`src/verilog/crs_regs.svh`:
```
`ifndef CRS_REGS_SVH
`define CRS_REGS_SVH
`define CRS_ACC_OFS 8'h00
`define CRS_IDX_OFS 8'h04
`define CRS_STK_OFS 8'h08
`define CRS_PGM_OFS 8'h0C
`define CRS_FLG_OFS 8'h10
`define CRS_CTL_OFS 8'h14
`define CRS_STA_OFS 8'h18
`define CRS_STK_RST 16'h00FF
`define CRS_STK_LOW 8'hFF
`define CRS_VEC_HI 16'hFFFE
`define CRS_VEC_LO 16'hFFFF
`define CRS_V_BIT 7
`define CRS_ONE6_BIT 6
`define CRS_ONE5_BIT 5
`define CRS_H_BIT 4
`define CRS_I_BIT 3
`define CRS_N_BIT 2
`define CRS_Z_BIT 1
`define CRS_C_BIT 0
`define CRS_HALTEN_BIT 0
`define CRS_HALTEN_RST 1'b1
`define CRS_STAB_CYC 4096
`define CRS_IRQ_N 4
`define CRS_RESP_OK 2'h0
`define CRS_RESP_ERR 2'h2
`endif

```
`src/verilog/crs_pkg.sv`:
```
`default_nettype none
package crs_pkg;
	typedef enum logic [4:0] {
		OP_NOP, OP_FETCH, OP_JUMP, OP_ADD, OP_ADC, OP_SUB, OP_AND, OP_LSL, OP_LOAD_ACC,
		OP_DECIMAL_ADJUST, OP_LOAD_INDEX, OP_PUSH, OP_PULL, OP_STACK_LOW_RESET, OP_MASK_CLEAR,
		OP_INTERRUPT_RETURN, OP_INT_ENTER, OP_WAIT, OP_HALT, OP_STACK_REL8, OP_STACK_REL16,
		OP_PUSH_INDEX_HIGH, OP_PULL_INDEX_HIGH
	} crs_op_t;
	typedef enum logic [5:0] {
		ST_VHI = 6'h01, ST_VLO = 6'h02, ST_RUN = 6'h04,
		ST_WAIT = 6'h08, ST_HALT = 6'h10, ST_STAB = 6'h20
	} crs_state_t;
	typedef struct packed {
		crs_op_t op;
		logic [15:0] data;
	} crs_cmd_t;
	typedef struct packed {
		logic v;
		logic h;
		logic i;
		logic n;
		logic z;
		logic c;
	} crs_flags_t;
endpackage : crs_pkg
`default_nettype wire

```
`src/verilog/crs_core.sv`:
```
`timescale 1ns/1ps
`default_nettype none
`include "crs_regs.svh"
module crs_core #(
	parameter int unsigned STAB_CYC = `CRS_STAB_CYC
) (
	input wire logic clk, // 50 MHz
	input wire logic reset, // async, high
	input wire logic awvalid, // axi write address
	output logic awready, // axi
	input wire logic [7:0] awaddr, // byte address
	input wire logic wvalid, // axi write data
	output logic wready, // axi
	input wire logic [31:0] wdata, // data
	input wire logic [3:0] wstrb, // byte lanes
	output logic bvalid, // write response
	input wire logic bready, // axi
	output logic [1:0] bresp, // okay or slverr
	input wire logic arvalid, // axi read address
	output logic arready, // axi
	input wire logic [7:0] araddr, // byte address
	output logic rvalid, // read data valid
	input wire logic rready, // axi
	output logic [31:0] rdata, // read data
	output logic [1:0] rresp, // okay or slverr
	input wire logic cmdValid, // op offered
	output logic cmdReady, // core running
	input wire crs_pkg::crs_cmd_t cmd, // op and operand
	output logic vecRd, // vector byte wanted
	output logic [15:0] vecAddr, // vector address
	input wire logic vecValid, // vector byte present
	input wire logic [7:0] vecData, // vector byte
	output logic [15:0] stackAddr, // stack-relative address
	output logic [7:0] pushData, // byte being pushed
	input wire logic [3:0] irqPend, // requests, bit 0 highest
	output logic irqReq, // take an interrupt
	output logic [1:0] irqSel, // which one
	output logic coreRun, // core clock enabled
	output logic illegalRst // illegal-opcode reset pulse
);
	logic [7:0] accumulator_r;
	logic [15:0] indexPair_r;
	logic [15:0] stackPointer_r;
	logic [15:0] programCounter_r;
	crs_pkg::crs_flags_t flags_r;
	logic haltEn_r;
	crs_pkg::crs_state_t state_r;
	crs_pkg::crs_state_t state_nxt;
	logic [12:0] stabCnt_r;
	logic awHeld_r, wHeld_r;
	logic [7:0] awAddr_r;
	logic [31:0] wData_r;
	logic [3:0] wStrb_r;
	logic go, softRst, wrFire;
	logic [2:0] wrIdx, rdIdx;
	logic [7:0] opd, aluRes, flagByte;
	logic cin, aluC, aluV, updNZ, updV, updC, updH, daaLo, daaHi;
	logic [4:0] half;
	logic [8:0] sum, dif;

	// register index from byte address, 7 means unmapped
	function automatic logic [2:0] regIdx(input logic [7:0] a);
		case (a)
			`CRS_ACC_OFS: regIdx = 3'h0;
			`CRS_IDX_OFS: regIdx = 3'h1;
			`CRS_STK_OFS: regIdx = 3'h2;
			`CRS_PGM_OFS: regIdx = 3'h3;
			`CRS_FLG_OFS: regIdx = 3'h4;
			`CRS_CTL_OFS: regIdx = 3'h5;
			`CRS_STA_OFS: regIdx = 3'h6;
			default: regIdx = 3'h7;
		endcase
	endfunction : regIdx

	// lowest index pending wins
	function automatic logic [1:0] topIrq(input logic [3:0] p);
		topIrq = 2'h0;
		for (int k = `CRS_IRQ_N - 1; k >= 0; k--) begin
			if (p[k]) begin
				topIrq = 2'(k);
			end
		end
	endfunction : topIrq

	// merge byte lanes into a 16-bit register
	function automatic logic [15:0] mrg(input logic [15:0] o, input logic [31:0] d, input logic [3:0] s);
		mrg = {s[1] ? d[15:8] : o[15:8], s[0] ? d[7:0] : o[7:0]};
	endfunction : mrg

	assign go = cmdValid && cmdReady;
	assign softRst = go && cmd.op == crs_pkg::OP_HALT && !haltEn_r;
	assign wrFire = awHeld_r && wHeld_r && !bvalid && !go;
	assign wrIdx = regIdx(awAddr_r);
	assign rdIdx = regIdx(araddr);

	// flags packed for reads, fixed ones in six and five
	always_comb begin
		flagByte = 8'h00;
		flagByte[`CRS_V_BIT] = flags_r.v;
		flagByte[`CRS_ONE6_BIT] = 1'b1;
		flagByte[`CRS_ONE5_BIT] = 1'b1;
		flagByte[`CRS_H_BIT] = flags_r.h;
		flagByte[`CRS_I_BIT] = flags_r.i;
		flagByte[`CRS_N_BIT] = flags_r.n;
		flagByte[`CRS_Z_BIT] = flags_r.z;
		flagByte[`CRS_C_BIT] = flags_r.c;
	end

	// arithmetic unit on the accumulator
	always_comb begin
		opd = cmd.data[7:0];
		cin = (cmd.op == crs_pkg::OP_ADC) ? flags_r.c : 1'b0;
		half = {1'b0, accumulator_r[3:0]} + {1'b0, opd[3:0]} + {4'h0, cin};
		sum = {1'b0, accumulator_r} + {1'b0, opd} + {8'h00, cin};
		dif = {1'b0, accumulator_r} - {1'b0, opd};
		daaLo = flags_r.h || accumulator_r[3:0] > 4'h9;
		daaHi = flags_r.c || accumulator_r > 8'h99;
		aluRes = accumulator_r;
		aluC = flags_r.c;
		aluV = flags_r.v;
		updNZ = 1'b1;
		updV = 1'b1;
		updC = 1'b0;
		updH = 1'b0;
		case (cmd.op)
			crs_pkg::OP_ADD, crs_pkg::OP_ADC: begin
				aluRes = sum[7:0];
				aluC = sum[8];
				aluV = (accumulator_r[7] == opd[7]) && (sum[7] != accumulator_r[7]);
				updC = 1'b1;
				updH = 1'b1;
			end
			crs_pkg::OP_SUB: begin
				aluRes = dif[7:0];
				aluC = dif[8];
				aluV = (accumulator_r[7] != opd[7]) && (dif[7] != accumulator_r[7]);
				updC = 1'b1;
			end
			crs_pkg::OP_AND: begin
				aluRes = accumulator_r & opd;
				aluV = 1'b0;
			end
			crs_pkg::OP_LSL: begin
				aluRes = {accumulator_r[6:0], 1'b0};
				aluC = accumulator_r[7];
				aluV = accumulator_r[7] ^ accumulator_r[6];
				updC = 1'b1;
			end
			crs_pkg::OP_LOAD_ACC: begin
				aluRes = opd;
				aluV = 1'b0;
			end
			crs_pkg::OP_DECIMAL_ADJUST: begin
				aluRes = accumulator_r + {daaHi ? 4'h6 : 4'h0, daaLo ? 4'h6 : 4'h0};
				aluC = daaHi;
				updC = 1'b1;
				updV = 1'b0;
			end
			default: begin
				updNZ = 1'b0;
				updV = 1'b0;
			end
		endcase
	end

	// accumulator
	always_ff @(posedge clk or posedge reset) begin
		if (reset) begin
			accumulator_r <= 8'h00;
		end else if (go && updNZ) begin
			accumulator_r <= aluRes;
		end else if (wrFire && wrIdx == 3'h0 && wStrb_r[0]) begin
			accumulator_r <= wData_r[7:0];
		end
	end

	// index pair, high byte also moves alone by its own pull op
	always_ff @(posedge clk or posedge reset) begin
		if (reset) begin
			indexPair_r <= 16'h0000;
		end else if (go && cmd.op == crs_pkg::OP_LOAD_INDEX) begin
			indexPair_r <= cmd.data;
		end else if (go && cmd.op == crs_pkg::OP_PULL_INDEX_HIGH) begin
			indexPair_r[15:8] <= cmd.data[7:0];
		end else if (wrFire && wrIdx == 3'h1) begin
			indexPair_r <= mrg(indexPair_r, wData_r, wStrb_r);
		end
	end

	// stack pointer
	always_ff @(posedge clk or posedge reset) begin
		if (reset) begin
			stackPointer_r <= `CRS_STK_RST;
		end else if (softRst) begin
			stackPointer_r <= `CRS_STK_RST;
		end else if (go) begin
			case (cmd.op)
				crs_pkg::OP_PUSH, crs_pkg::OP_PUSH_INDEX_HIGH: stackPointer_r <= stackPointer_r - 16'h0001;
				crs_pkg::OP_PULL, crs_pkg::OP_PULL_INDEX_HIGH,
				crs_pkg::OP_INTERRUPT_RETURN: stackPointer_r <= stackPointer_r + 16'h0001;
				crs_pkg::OP_STACK_LOW_RESET: stackPointer_r[7:0] <= `CRS_STK_LOW;
				default: stackPointer_r <= stackPointer_r;
			endcase
		end else if (wrFire && wrIdx == 3'h2) begin
			stackPointer_r <= mrg(stackPointer_r, wData_r, wStrb_r);
		end
	end

	// stack-relative address and push byte
	always_ff @(posedge clk or posedge reset) begin
		if (reset) begin
			stackAddr <= 16'h0000;
			pushData <= 8'h00;
		end else if (go) begin
			if (cmd.op == crs_pkg::OP_STACK_REL8) begin
				stackAddr <= stackPointer_r + {8'h00, cmd.data[7:0]};
			end
			if (cmd.op == crs_pkg::OP_STACK_REL16) begin
				stackAddr <= stackPointer_r + cmd.data;
			end
			if (cmd.op == crs_pkg::OP_PUSH) begin
				pushData <= accumulator_r;
			end
			if (cmd.op == crs_pkg::OP_PUSH_INDEX_HIGH) begin
				pushData <= indexPair_r[15:8];
			end
		end
	end

	// program counter, vector bytes high first
	always_ff @(posedge clk or posedge reset) begin
		if (reset) begin
			programCounter_r <= 16'h0000;
		end else if (state_r == crs_pkg::ST_VHI && vecValid) begin
			programCounter_r[15:8] <= vecData;
		end else if (state_r == crs_pkg::ST_VLO && vecValid) begin
			programCounter_r[7:0] <= vecData;
		end else if (go && cmd.op == crs_pkg::OP_FETCH) begin
			programCounter_r <= programCounter_r + 16'h0001;
		end else if (go && (cmd.op == crs_pkg::OP_JUMP || cmd.op == crs_pkg::OP_INT_ENTER)) begin
			programCounter_r <= cmd.data;
		end else if (wrFire && wrIdx == 3'h3) begin
			programCounter_r <= mrg(programCounter_r, wData_r, wStrb_r);
		end
	end

	// condition flags; software bus writes never touch the mask
	always_ff @(posedge clk or posedge reset) begin
		if (reset) begin
			flags_r <= '{v: 1'b0, h: 1'b0, i: 1'b1, n: 1'b0, z: 1'b0, c: 1'b0};
		end else if (softRst) begin
			flags_r.i <= 1'b1;
		end else if (go) begin
			if (updNZ) begin
				flags_r.n <= aluRes[7];
				flags_r.z <= aluRes == 8'h00;
			end
			if (updV) begin
				flags_r.v <= aluV;
			end
			if (updC) begin
				flags_r.c <= aluC;
			end
			if (updH) begin
				flags_r.h <= half[4];
			end
			case (cmd.op)
				crs_pkg::OP_INT_ENTER: flags_r.i <= 1'b1;
				crs_pkg::OP_MASK_CLEAR, crs_pkg::OP_WAIT, crs_pkg::OP_HALT: flags_r.i <= 1'b0;
				crs_pkg::OP_INTERRUPT_RETURN: begin
					flags_r.v <= cmd.data[`CRS_V_BIT];
					flags_r.h <= cmd.data[`CRS_H_BIT];
					flags_r.i <= cmd.data[`CRS_I_BIT];
					flags_r.n <= cmd.data[`CRS_N_BIT];
					flags_r.z <= cmd.data[`CRS_Z_BIT];
					flags_r.c <= cmd.data[`CRS_C_BIT];
				end
				default: flags_r.i <= flags_r.i;
			endcase
		end else if (wrFire && wrIdx == 3'h4 && wStrb_r[0]) begin
			flags_r.v <= wData_r[`CRS_V_BIT];
			flags_r.h <= wData_r[`CRS_H_BIT];
			flags_r.n <= wData_r[`CRS_N_BIT];
			flags_r.z <= wData_r[`CRS_Z_BIT];
			flags_r.c <= wData_r[`CRS_C_BIT];
		end
	end

	// halt enable option
	always_ff @(posedge clk or posedge reset) begin
		if (reset) begin
			haltEn_r <= `CRS_HALTEN_RST;
		end else if (wrFire && wrIdx == 3'h5 && wStrb_r[0]) begin
			haltEn_r <= wData_r[`CRS_HALTEN_BIT];
		end
	end

	// sequencing: vector fetch, run, wait, halt, stabilise
	always_comb begin
		state_nxt = state_r;
		case (state_r)
			crs_pkg::ST_VHI: if (vecValid) state_nxt = crs_pkg::ST_VLO;
			crs_pkg::ST_VLO: if (vecValid) state_nxt = crs_pkg::ST_RUN;
			crs_pkg::ST_RUN: begin
				if (softRst) begin
					state_nxt = crs_pkg::ST_VHI;
				end else if (go && cmd.op == crs_pkg::OP_HALT) begin
					state_nxt = crs_pkg::ST_HALT;
				end else if (go && cmd.op == crs_pkg::OP_WAIT) begin
					state_nxt = crs_pkg::ST_WAIT;
				end
			end
			crs_pkg::ST_WAIT: if (|irqPend) state_nxt = crs_pkg::ST_RUN;
			crs_pkg::ST_HALT: if (|irqPend) state_nxt = crs_pkg::ST_STAB;
			crs_pkg::ST_STAB: if (stabCnt_r == 13'h0000) state_nxt = crs_pkg::ST_RUN;
			default: state_nxt = crs_pkg::ST_VHI;
		endcase
	end

	// state register and run-side outputs
	always_ff @(posedge clk or posedge reset) begin
		if (reset) begin
			state_r <= crs_pkg::ST_VHI;
			cmdReady <= 1'b0;
			coreRun <= 1'b0;
			vecRd <= 1'b1;
			vecAddr <= `CRS_VEC_HI;
			illegalRst <= 1'b0;
		end else begin
			state_r <= state_nxt;
			cmdReady <= state_nxt == crs_pkg::ST_RUN;
			coreRun <= state_nxt != crs_pkg::ST_WAIT && state_nxt != crs_pkg::ST_HALT && state_nxt != crs_pkg::ST_STAB;
			vecRd <= state_nxt == crs_pkg::ST_VHI || state_nxt == crs_pkg::ST_VLO;
			vecAddr <= (state_nxt == crs_pkg::ST_VLO) ? `CRS_VEC_LO : `CRS_VEC_HI;
			illegalRst <= softRst;
		end
	end

	// oscillator stabilisation counter
	always_ff @(posedge clk or posedge reset) begin
		if (reset) begin
			stabCnt_r <= 13'h0000;
		end else if (state_r == crs_pkg::ST_HALT) begin
			stabCnt_r <= 13'(STAB_CYC - 1);
		end else if (state_r == crs_pkg::ST_STAB && stabCnt_r != 13'h0000) begin
			stabCnt_r <= stabCnt_r - 13'h0001;
		end
	end

	// interrupt request to the sequencer
	always_ff @(posedge clk or posedge reset) begin
		if (reset) begin
			irqReq <= 1'b0;
			irqSel <= 2'h0;
		end else begin
			irqReq <= state_r == crs_pkg::ST_RUN && !flags_r.i && |irqPend;
			irqSel <= topIrq(irqPend);
		end
	end

	// axi write channels, one write in flight
	always_ff @(posedge clk or posedge reset) begin
		if (reset) begin
			awready <= 1'b1;
			wready <= 1'b1;
			awHeld_r <= 1'b0;
			wHeld_r <= 1'b0;
			awAddr_r <= 8'h00;
			wData_r <= 32'h0000_0000;
			wStrb_r <= 4'h0;
			bvalid <= 1'b0;
			bresp <= `CRS_RESP_OK;
		end else begin
			if (awvalid && awready) begin
				awAddr_r <= awaddr;
				awHeld_r <= 1'b1;
				awready <= 1'b0;
			end
			if (wvalid && wready) begin
				wData_r <= wdata;
				wStrb_r <= wstrb;
				wHeld_r <= 1'b1;
				wready <= 1'b0;
			end
			if (wrFire) begin
				bvalid <= 1'b1;
				bresp <= (wrIdx == 3'h7) ? `CRS_RESP_ERR : `CRS_RESP_OK;
			end
			if (bvalid && bready) begin
				bvalid <= 1'b0;
				awHeld_r <= 1'b0;
				wHeld_r <= 1'b0;
				awready <= 1'b1;
				wready <= 1'b1;
			end
		end
	end

	// axi read channels
	always_ff @(posedge clk or posedge reset) begin
		if (reset) begin
			arready <= 1'b1;
			rvalid <= 1'b0;
			rdata <= 32'h0000_0000;
			rresp <= `CRS_RESP_OK;
		end else if (arvalid && arready) begin
			arready <= 1'b0;
			rvalid <= 1'b1;
			rresp <= (rdIdx == 3'h7) ? `CRS_RESP_ERR : `CRS_RESP_OK;
			case (rdIdx)
				3'h0: rdata <= {24'h000000, accumulator_r};
				3'h1: rdata <= {16'h0000, indexPair_r};
				3'h2: rdata <= {16'h0000, stackPointer_r};
				3'h3: rdata <= {16'h0000, programCounter_r};
				3'h4: rdata <= {24'h000000, flagByte};
				3'h5: rdata <= {31'h0000_0000, haltEn_r};
				3'h6: rdata <= {25'h000_0000, coreRun, state_r};
				default: rdata <= 32'h0000_0000;
			endcase
		end else if (rvalid && rready) begin
			rvalid <= 1'b0;
			arready <= 1'b1;
		end
	end
endmodule : crs_core
`default_nettype wire

```
`config.mk`:
```
export PLATFORM = sky130hd
export DESIGN_NAME = crs_core
export DESIGN_NICKNAME = d
export VERILOG_FILES = /design/src/verilog/crs_pkg.sv /design/src/verilog/crs_core.sv
export VERILOG_INCLUDE_DIRS = /design/src /design/src/verilog
export SDC_FILE = /design/constraint.sdc
export NUM_CORES = 1
export LEC_CHECK = 0
export BUFFER_PORTS_ARGS = -buffer_cell sky130_fd_sc_hd__clkbuf_2
export CORE_ASPECT_RATIO = 2
export CORE_MARGIN = 3
export CORE_UTILIZATION = 23
export DETAILED_ROUTE_END_ITERATION = 12
export GPL_ROUTABILITY_DRIVEN = 0
export HOLD_SLACK_MARGIN = 0.06
export SYNTH_ARGS = -nofsm -noshare
export SYNTH_HDL_FRONTEND = slang
export SYNTH_SLANG_ARGS = --single-unit
export TNS_END_PERCENT = 1
```
`constraint.sdc`:
```
create_clock -name clk -period 5.2 [get_ports clk]
set_input_delay 0.26 -clock clk [delete_from_list [all_inputs] [get_ports clk]]
set_output_delay 0.26 -clock clk [all_outputs]
set_load 0.01 [all_outputs]
```
==> results of run 1 <==
[cells by family (layout without fill, tap and decap cells)]
kind of cell             Yosys count  count (layout)  synth area share, %
XOR/XNOR                          39              39                2.985
adder cells (fa/ha/maj)           46              46                5.358
other                              2              36              0.06563
AND/OR/NAND/NOR                  436             436                18.81
AO/OA/AOI/OAI                    402             402                22.99
flip-flops                       165             165                36.25
multiplexers                      76              76                7.086
buffers and inverters            156             270                6.463
[state kept, by name, indices dropped and copies added (netlist names), 2 cells and up]
name,cells
stackPointer_r,16
stackAddr,16
irqSel,2
rdata,16
wData_r,16
awAddr_r,8
stabCnt_r,13
flagByte,6
state_r,6
programCounter_r,16
pushData,8
wStrb_r,2
indexPair_r,16
accumulator_r,8
[through the flow]
stage	total power [mW]	util, %
final	5.760	27.93
after global routing	6.060	27.92
after CTS	5.741	27.91
after detailed placement	4.169	25.63
after global placement	4.114	25.63
after floorplan	3.383	-
[area by class of cell]
cell class	count	area, µm²
clock buffer	32	691.9
tap	643	804.5
fill	5312	35470
sequential	165	4148
multi-input combinational	1032	6678
timing repair buffer	190	1201
inverter	47	181.4
antenna	3	7.507
clock inverter	1	30.03
[Yosys cell counts (17+ instances only)]
cell type	number
and3_1	17
buf_4	36
a31oi_1	26
a21oi_1	114
nand2_1	119
mux2_2	40
nor2_1	116
dfrtp_1	150
nand3_1	25
inv_1	47
xnor2_1	25
o21ai_0	97
ha_1	41
a222oi_1	18
nor3_1	34
nand2b_1	23
clkbuf_1	56
mux2i_1	36
[cell usage in the layout, fill, tap and decap left out, types with 8 or more instances in the layout]
cell type / count
dfstp_2: 15
xor2_1: 14
o22ai_1: 9
a221o_1: 8
a222oi_1: 18
ha_1: 41
a211oi_1: 13
buf_4: 20
a31oi_1: 26
o211ai_1: 10
nand2_1: 119
nor2_1: 116
nor4_1: 15
nor3_1: 34
nand4_1: 9
nand2b_1: 23
nand3_1: 25
clkbuf_2: 130
dfrtp_1: 150
a21oi_1: 114
mux2_2: 40
and2_1: 15
or3_1: 9
dlygate4sd3_1: 40
xnor2_1: 25
nor2b_1: 13
clkbuf_16: 25
inv_1: 46
mux2i_1: 36
a22oi_1: 13
conb_1: 33
a21o_1: 14
and3_1: 17
o21ai_0: 97
[report_power, final]
group	leakage [nW]	switching (mW)	internal, mW	total, mW
clock	0.355	0.558	0.966	1.52
combinational	3.72	1.07	0.842	1.91
sequential	2.12	0.669	1.65	2.32
[per-layer routing]
metal	track usage, %	up-vias	routed length [µm]
li1	-	5060	-
met1	16.23	5384	14680
met2	29.51	553	22410
met3	2.668	195	2522
met4	14.05	2	4371
met5	0	-	12
[tightest hold or removal path, cell delays in order]
cell and delay, ns:
clkbuf_2 0.13, nor2_1 0.11, a311oi_1 0.05
[worst max-delay path by stage]
stage                                   end  depth (start not counted)
6_report            flagByte[1]$_DFFE_PP0P_                          9
3_5_place_dp        flagByte[1]$_DFFE_PP0P_                         11
4_1_cts             flagByte[1]$_DFFE_PP0P_                          9
2_1_floorplan  accumulator_r[0]$_DFFE_PP0P_                          1
3_3_place_gp        flagByte[1]$_DFFE_PP0P_                         11
5_1_grt             flagByte[1]$_DFFE_PP0P_                         11
==> flow_metrics.tcl, run 1 <==
set metrics [dict create \
    status "finished, final reports clean" \
    rsz0062_at_grt "false" \
    dpl.cell_count 2037 \
    fin_worst_skew_ns 0.02564 \
    slowest_delay_ns 0.64 \
    max_freq_mhz 248.0 \
    cts_resized 0 \
    synth_edf_count 0 \
    ys_ff_latch 165 \
    whs_ns 0.08074 \
    grt_pass1_wl_um 65760 \
    critPathSlowestCell "a2111oi_2" \
    ys.flop_type "dfrtp_1" \
    numCtsBuffers 25 \
    drtPass1Iterations 10 \
    grt_overflow_total 0 \
    ir_worst_vdd_v 0.0002057 \
    worst-path-buf-inv 0 \
    leakagePower_nw 6.196 \
    cts_tree "done" \
    max_slew_margin_pct 14.63 \
    whs_path_depth 3 \
    avgSynthCellArea_um2 8.655 \
    postRouteAntennaNets 0 \
    finalSetupTns_ns 0 \
    rrSetupSlack_ns 1.17 \
    fin_ws_ns 1.168 \
    timing.rr.start "flagByte[0]$_DFFE_PP0P_" \
    vias 11190 \
    place_ws_ns 0.8097 \
    postSynth.asyncResetShare_pct 100.0 \
    worstSkewPairLatency_ns 0.51 \
    synthCells 1322 \
    synthTopCellsByArea "dfrtp_1 33%, a21oi_1 5.0%, ha_1 4.5%" \
    cts_setup_buffers 0 \
    htreeDepth 4 \
    finalSetupViolations 0 \
    synth_area_leader_cell "dfrtp_1" \
    die_h_um 321.4 \
    placed_area_um2 12610 \
    coreArea_um2 49210 \
    power_density_nw_per_um2 419.1 \
    drv_slew 0 \
    critPathLaunchType "register" \
    cp_max_fo 4 \
    syn_area_um2 11440 \
    clk_pin_slew_ns 0.07 \
    fp.dieArea_um2 52620 \
    hpwl_um 34360 \
    rows 115 \
    worstMarginPinSlew_ns 1.277 \
    grt_pass1_vias 11110 \
    regToRegEndpoint "flagByte[1]$_DFFE_PP0P_" \
    final_cells 2113 \
    fin_crit_sh_pct 77.54 \
    yosysTopAreaCellShare_pct 32.80 \
    port_buffers 130 \
    ys_seq_area_share_pct 36.25 \
    antenna_found_initial 4 \
    cts_hold_buffers 40 \
    vias_per_cell 5.298 \
    initial_core_util_pct 23.25 \
    clockRootBuffer "clkbuf_16" \
    path_cells "or4b_2 > fa_1 > fa_1 > xor2_1 > a2111oi_2 > o2111ai_1 > or3_1 > or4_1 > a31oi_1" \
    crit_type "register to register" \
    layout.nets 1601 \
    path_common_cell "fa_1" \
    crit_start "flagByte[0]$_DFFE_PP0P_" \
    maxCapViolCount 0 \
    yosys_warnings 0 \
    worstPathArrival_ns 4.46 \
    grt.total_usage_pct 16.49 \
    crit_path_end_kind "register" \
    wl_um 44000 \
    hold_start "vecData[0]" \
    required_ns 5.63 \
    drc 0 \
    min_period_ns 4.032 \
    final_area_um2 13740 \
    synth.distinct_cells 87 \
    worst_r2r_path_depth 9 \
    die_w_um 163.7 \
    min_path_type "input pin to register" \
    drive_gt1_share_pct 18.13 \
    clock_path_buffers 3 \
    pin_count 182 \
    whs_endpoint "programCounter_r[0]$_DFFE_PP0P_" \
    path_delay_family "simple AND/OR/NAND/NOR gates" \
    drt_iter0_drc 871 \
    hold_viol 0 \
    grt_max_degree 73 \
    wl_per_cell_um 20.82 \
    clock-sinks 165 \
    area_growth_pct 20.10 \
]
Note: power is estimated with default switching activity, not from simulation.
==> inputs of run 2 (changes only) <==
- clock period: 5.2 -> 4.1 ns (I/O delays scaled with it)
==> run 2 against run 1 <==
  * First-iteration DRC count decreased by 0.57%
  * Core utilization increased by 0.23 points
  * Maximum frequency up 2.2%
  * Sequential share of layout area down 0.25 points
  * Hold slack improved by 0.025 ns
  * Die area did not move
  * Via count is 0.18% higher
==> flow_metrics.tcl, run 2 (same netlist as run 1, synthesis figures left out) <==
set metrics [dict create \
    whs_endpoint "programCounter_r[15]$_DFFE_PP0P_" \
    numCtsBuffers 17 \
    leakagePower_nw 6.266 \
    drt_iter0_drc 866 \
    drive_gt1_share_pct 19.36 \
    cts_resized 0 \
    drc 0 \
    final_common_cell "dfrtp_1" \
    worst_r2r_path_depth 9 \
    cp_max_fo 2 \
    grt_overflow_total 0 \
    rrSetupSlack_ns 0.15 \
    crit_path_end_kind "register" \
    hold_viol 0 \
    worstMarginPinSlew_ns 1.143 \
    cts_tree "done" \
    drtPass1Iterations 8 \
    wl_met2_um 23560 \
    max_slew_margin_pct 23.11 \
    hold_start "vecData[7]" \
    clock-sinks 165 \
    fin_util_pct 28.15 \
    worstSkewPairLatency_ns 0.45 \
    dpl.cell_count 2059 \
    status "finished, final reports clean" \
    grt_pass1_wl_um 67790 \
    antenna_found_initial 2 \
    rsz0062_at_grt "false" \
    die_h_um 321.4 \
    pin_count 182 \
    timing.rr.start "flagByte[0]$_DFFE_PP0P_" \
    ir_worst_vdd_v 0.0002960 \
    whs_ns 0.1062 \
    vias 11210 \
    clock_path_buffers 2 \
    power_density_nw_per_um2 517.2 \
    regToRegEndpoint "flagByte[1]$_DFFE_PP0P_" \
    area_growth_pct 21.08 \
    cts_setup_buffers 0 \
    final_area_um2 13850 \
    clk_pin_slew_ns 0.07 \
    wl_per_cell_um 21.47 \
    grt_max_degree 166 \
    fin_worst_skew_ns 0.008162 \
    wl_met1_um 15460 \
    wl_um 45890 \
    layout.nets 1620 \
    fin_crit_sh_pct 96.23 \
    htreeDepth 4 \
    initial_core_util_pct 23.25 \
    p_total_mw 7.166 \
    whs_path_depth 3 \
    fin_ws_ns 0.1546 \
    dr_wl_met3_um 2571 \
    max_freq_mhz 253.5 \
    min_period_ns 3.945 \
    grt.total_usage_pct 17.24 \
    min_path_type "input pin to register" \
    vias_per_cell 5.245 \
    critPathLaunchType "register" \
    maxCapViolCount 0 \
    rows 115 \
    port_buffers 130 \
    crit_start "flagByte[0]$_DFFE_PP0P_" \
    worstPathArrival_ns 4.31 \
    final_cells 2138 \
    hpwl_um 35400 \
    drv_slew 0 \
    finalSetupTns_ns 0 \
    crit_type "register to register" \
    grt_pass1_vias 11140 \
    top_layer "met5" \
    finalSetupViolations 0 \
    postRouteAntennaNets 0 \
    required_ns 4.47 \
    coreArea_um2 49210 \
    layout_common_cells "150 x dfrtp_1, 130 x clkbuf_2, 119 x nand2_1, 116 x nor2_1, 114 x a21oi_1" \
    place_ws_ns -0.2677 \
    clockRootBuffer "clkbuf_16" \
    placed_area_um2 12790 \
    die_w_um 163.7 \
    fp.dieArea_um2 52620 \
]
## run 2: changes by cell type in the layout (fill, tap and decap cells not counted), sizes merged
cell and change:
diode -1, clkbuf -9, dlygate4sd3 +5, clkinvlp +3, buf +22, clkinv +3
inv +2
## run 2: final cells by class
class	count	area [µm²]
diodes	2	5.005
clock buffers	23	498.0
clock inverters	9	112.6
fillers	5317	35360
inverters	47	180.2
multi-input cells	1032	6678
flip-flops and latches	165	4148
well taps	643	804.5
repair buffers	217	1429
## run 2: where the power goes
group	internal, mW	switching [mW]	total [mW]
clock	0.937	0.741	1.68
combinational	1.12	1.46	2.58
sequential	2.10	0.806	2.90
## run 2: routing by layer
layer,GRT usage (%),vias to the layer above
met4,13.64,2
met1,17.24,5371
met3,2.784,192
li1,-,5095
met5,0,-
met2,31.05,554
## run 2: how the worst max path moves through the flow
stage | end | slack, ns
2_1_floorplan | flagByte[1]$_DFFE_PP0P_ | 0.25
3_3_place_gp | flagByte[1]$_DFFE_PP0P_ | -0.20
3_5_place_dp | flagByte[1]$_DFFE_PP0P_ | -0.27
4_1_cts | flagByte[1]$_DFFE_PP0P_ | 0.20
5_1_grt | flagByte[1]$_DFFE_PP0P_ | 0.14
6_report | flagByte[1]$_DFFE_PP0P_ | 0.15
## run 2: critical path: stages, from the launching register on
cell and delay [ns]:
dfrtp_1 0.41, or4b_2 0.63, fa_1 0.44, fa_1 0.43, xor2_1 0.17, a2111oi_2 0.63
o2111ai_1 0.18, or3_1 0.33, or4_1 0.47, a31oi_1 0.19
## run 2: timing repair
action,CTS,global route
hold buffers,45,0
hold endpoints to repair,58,0
setup endpoints to repair,0,0
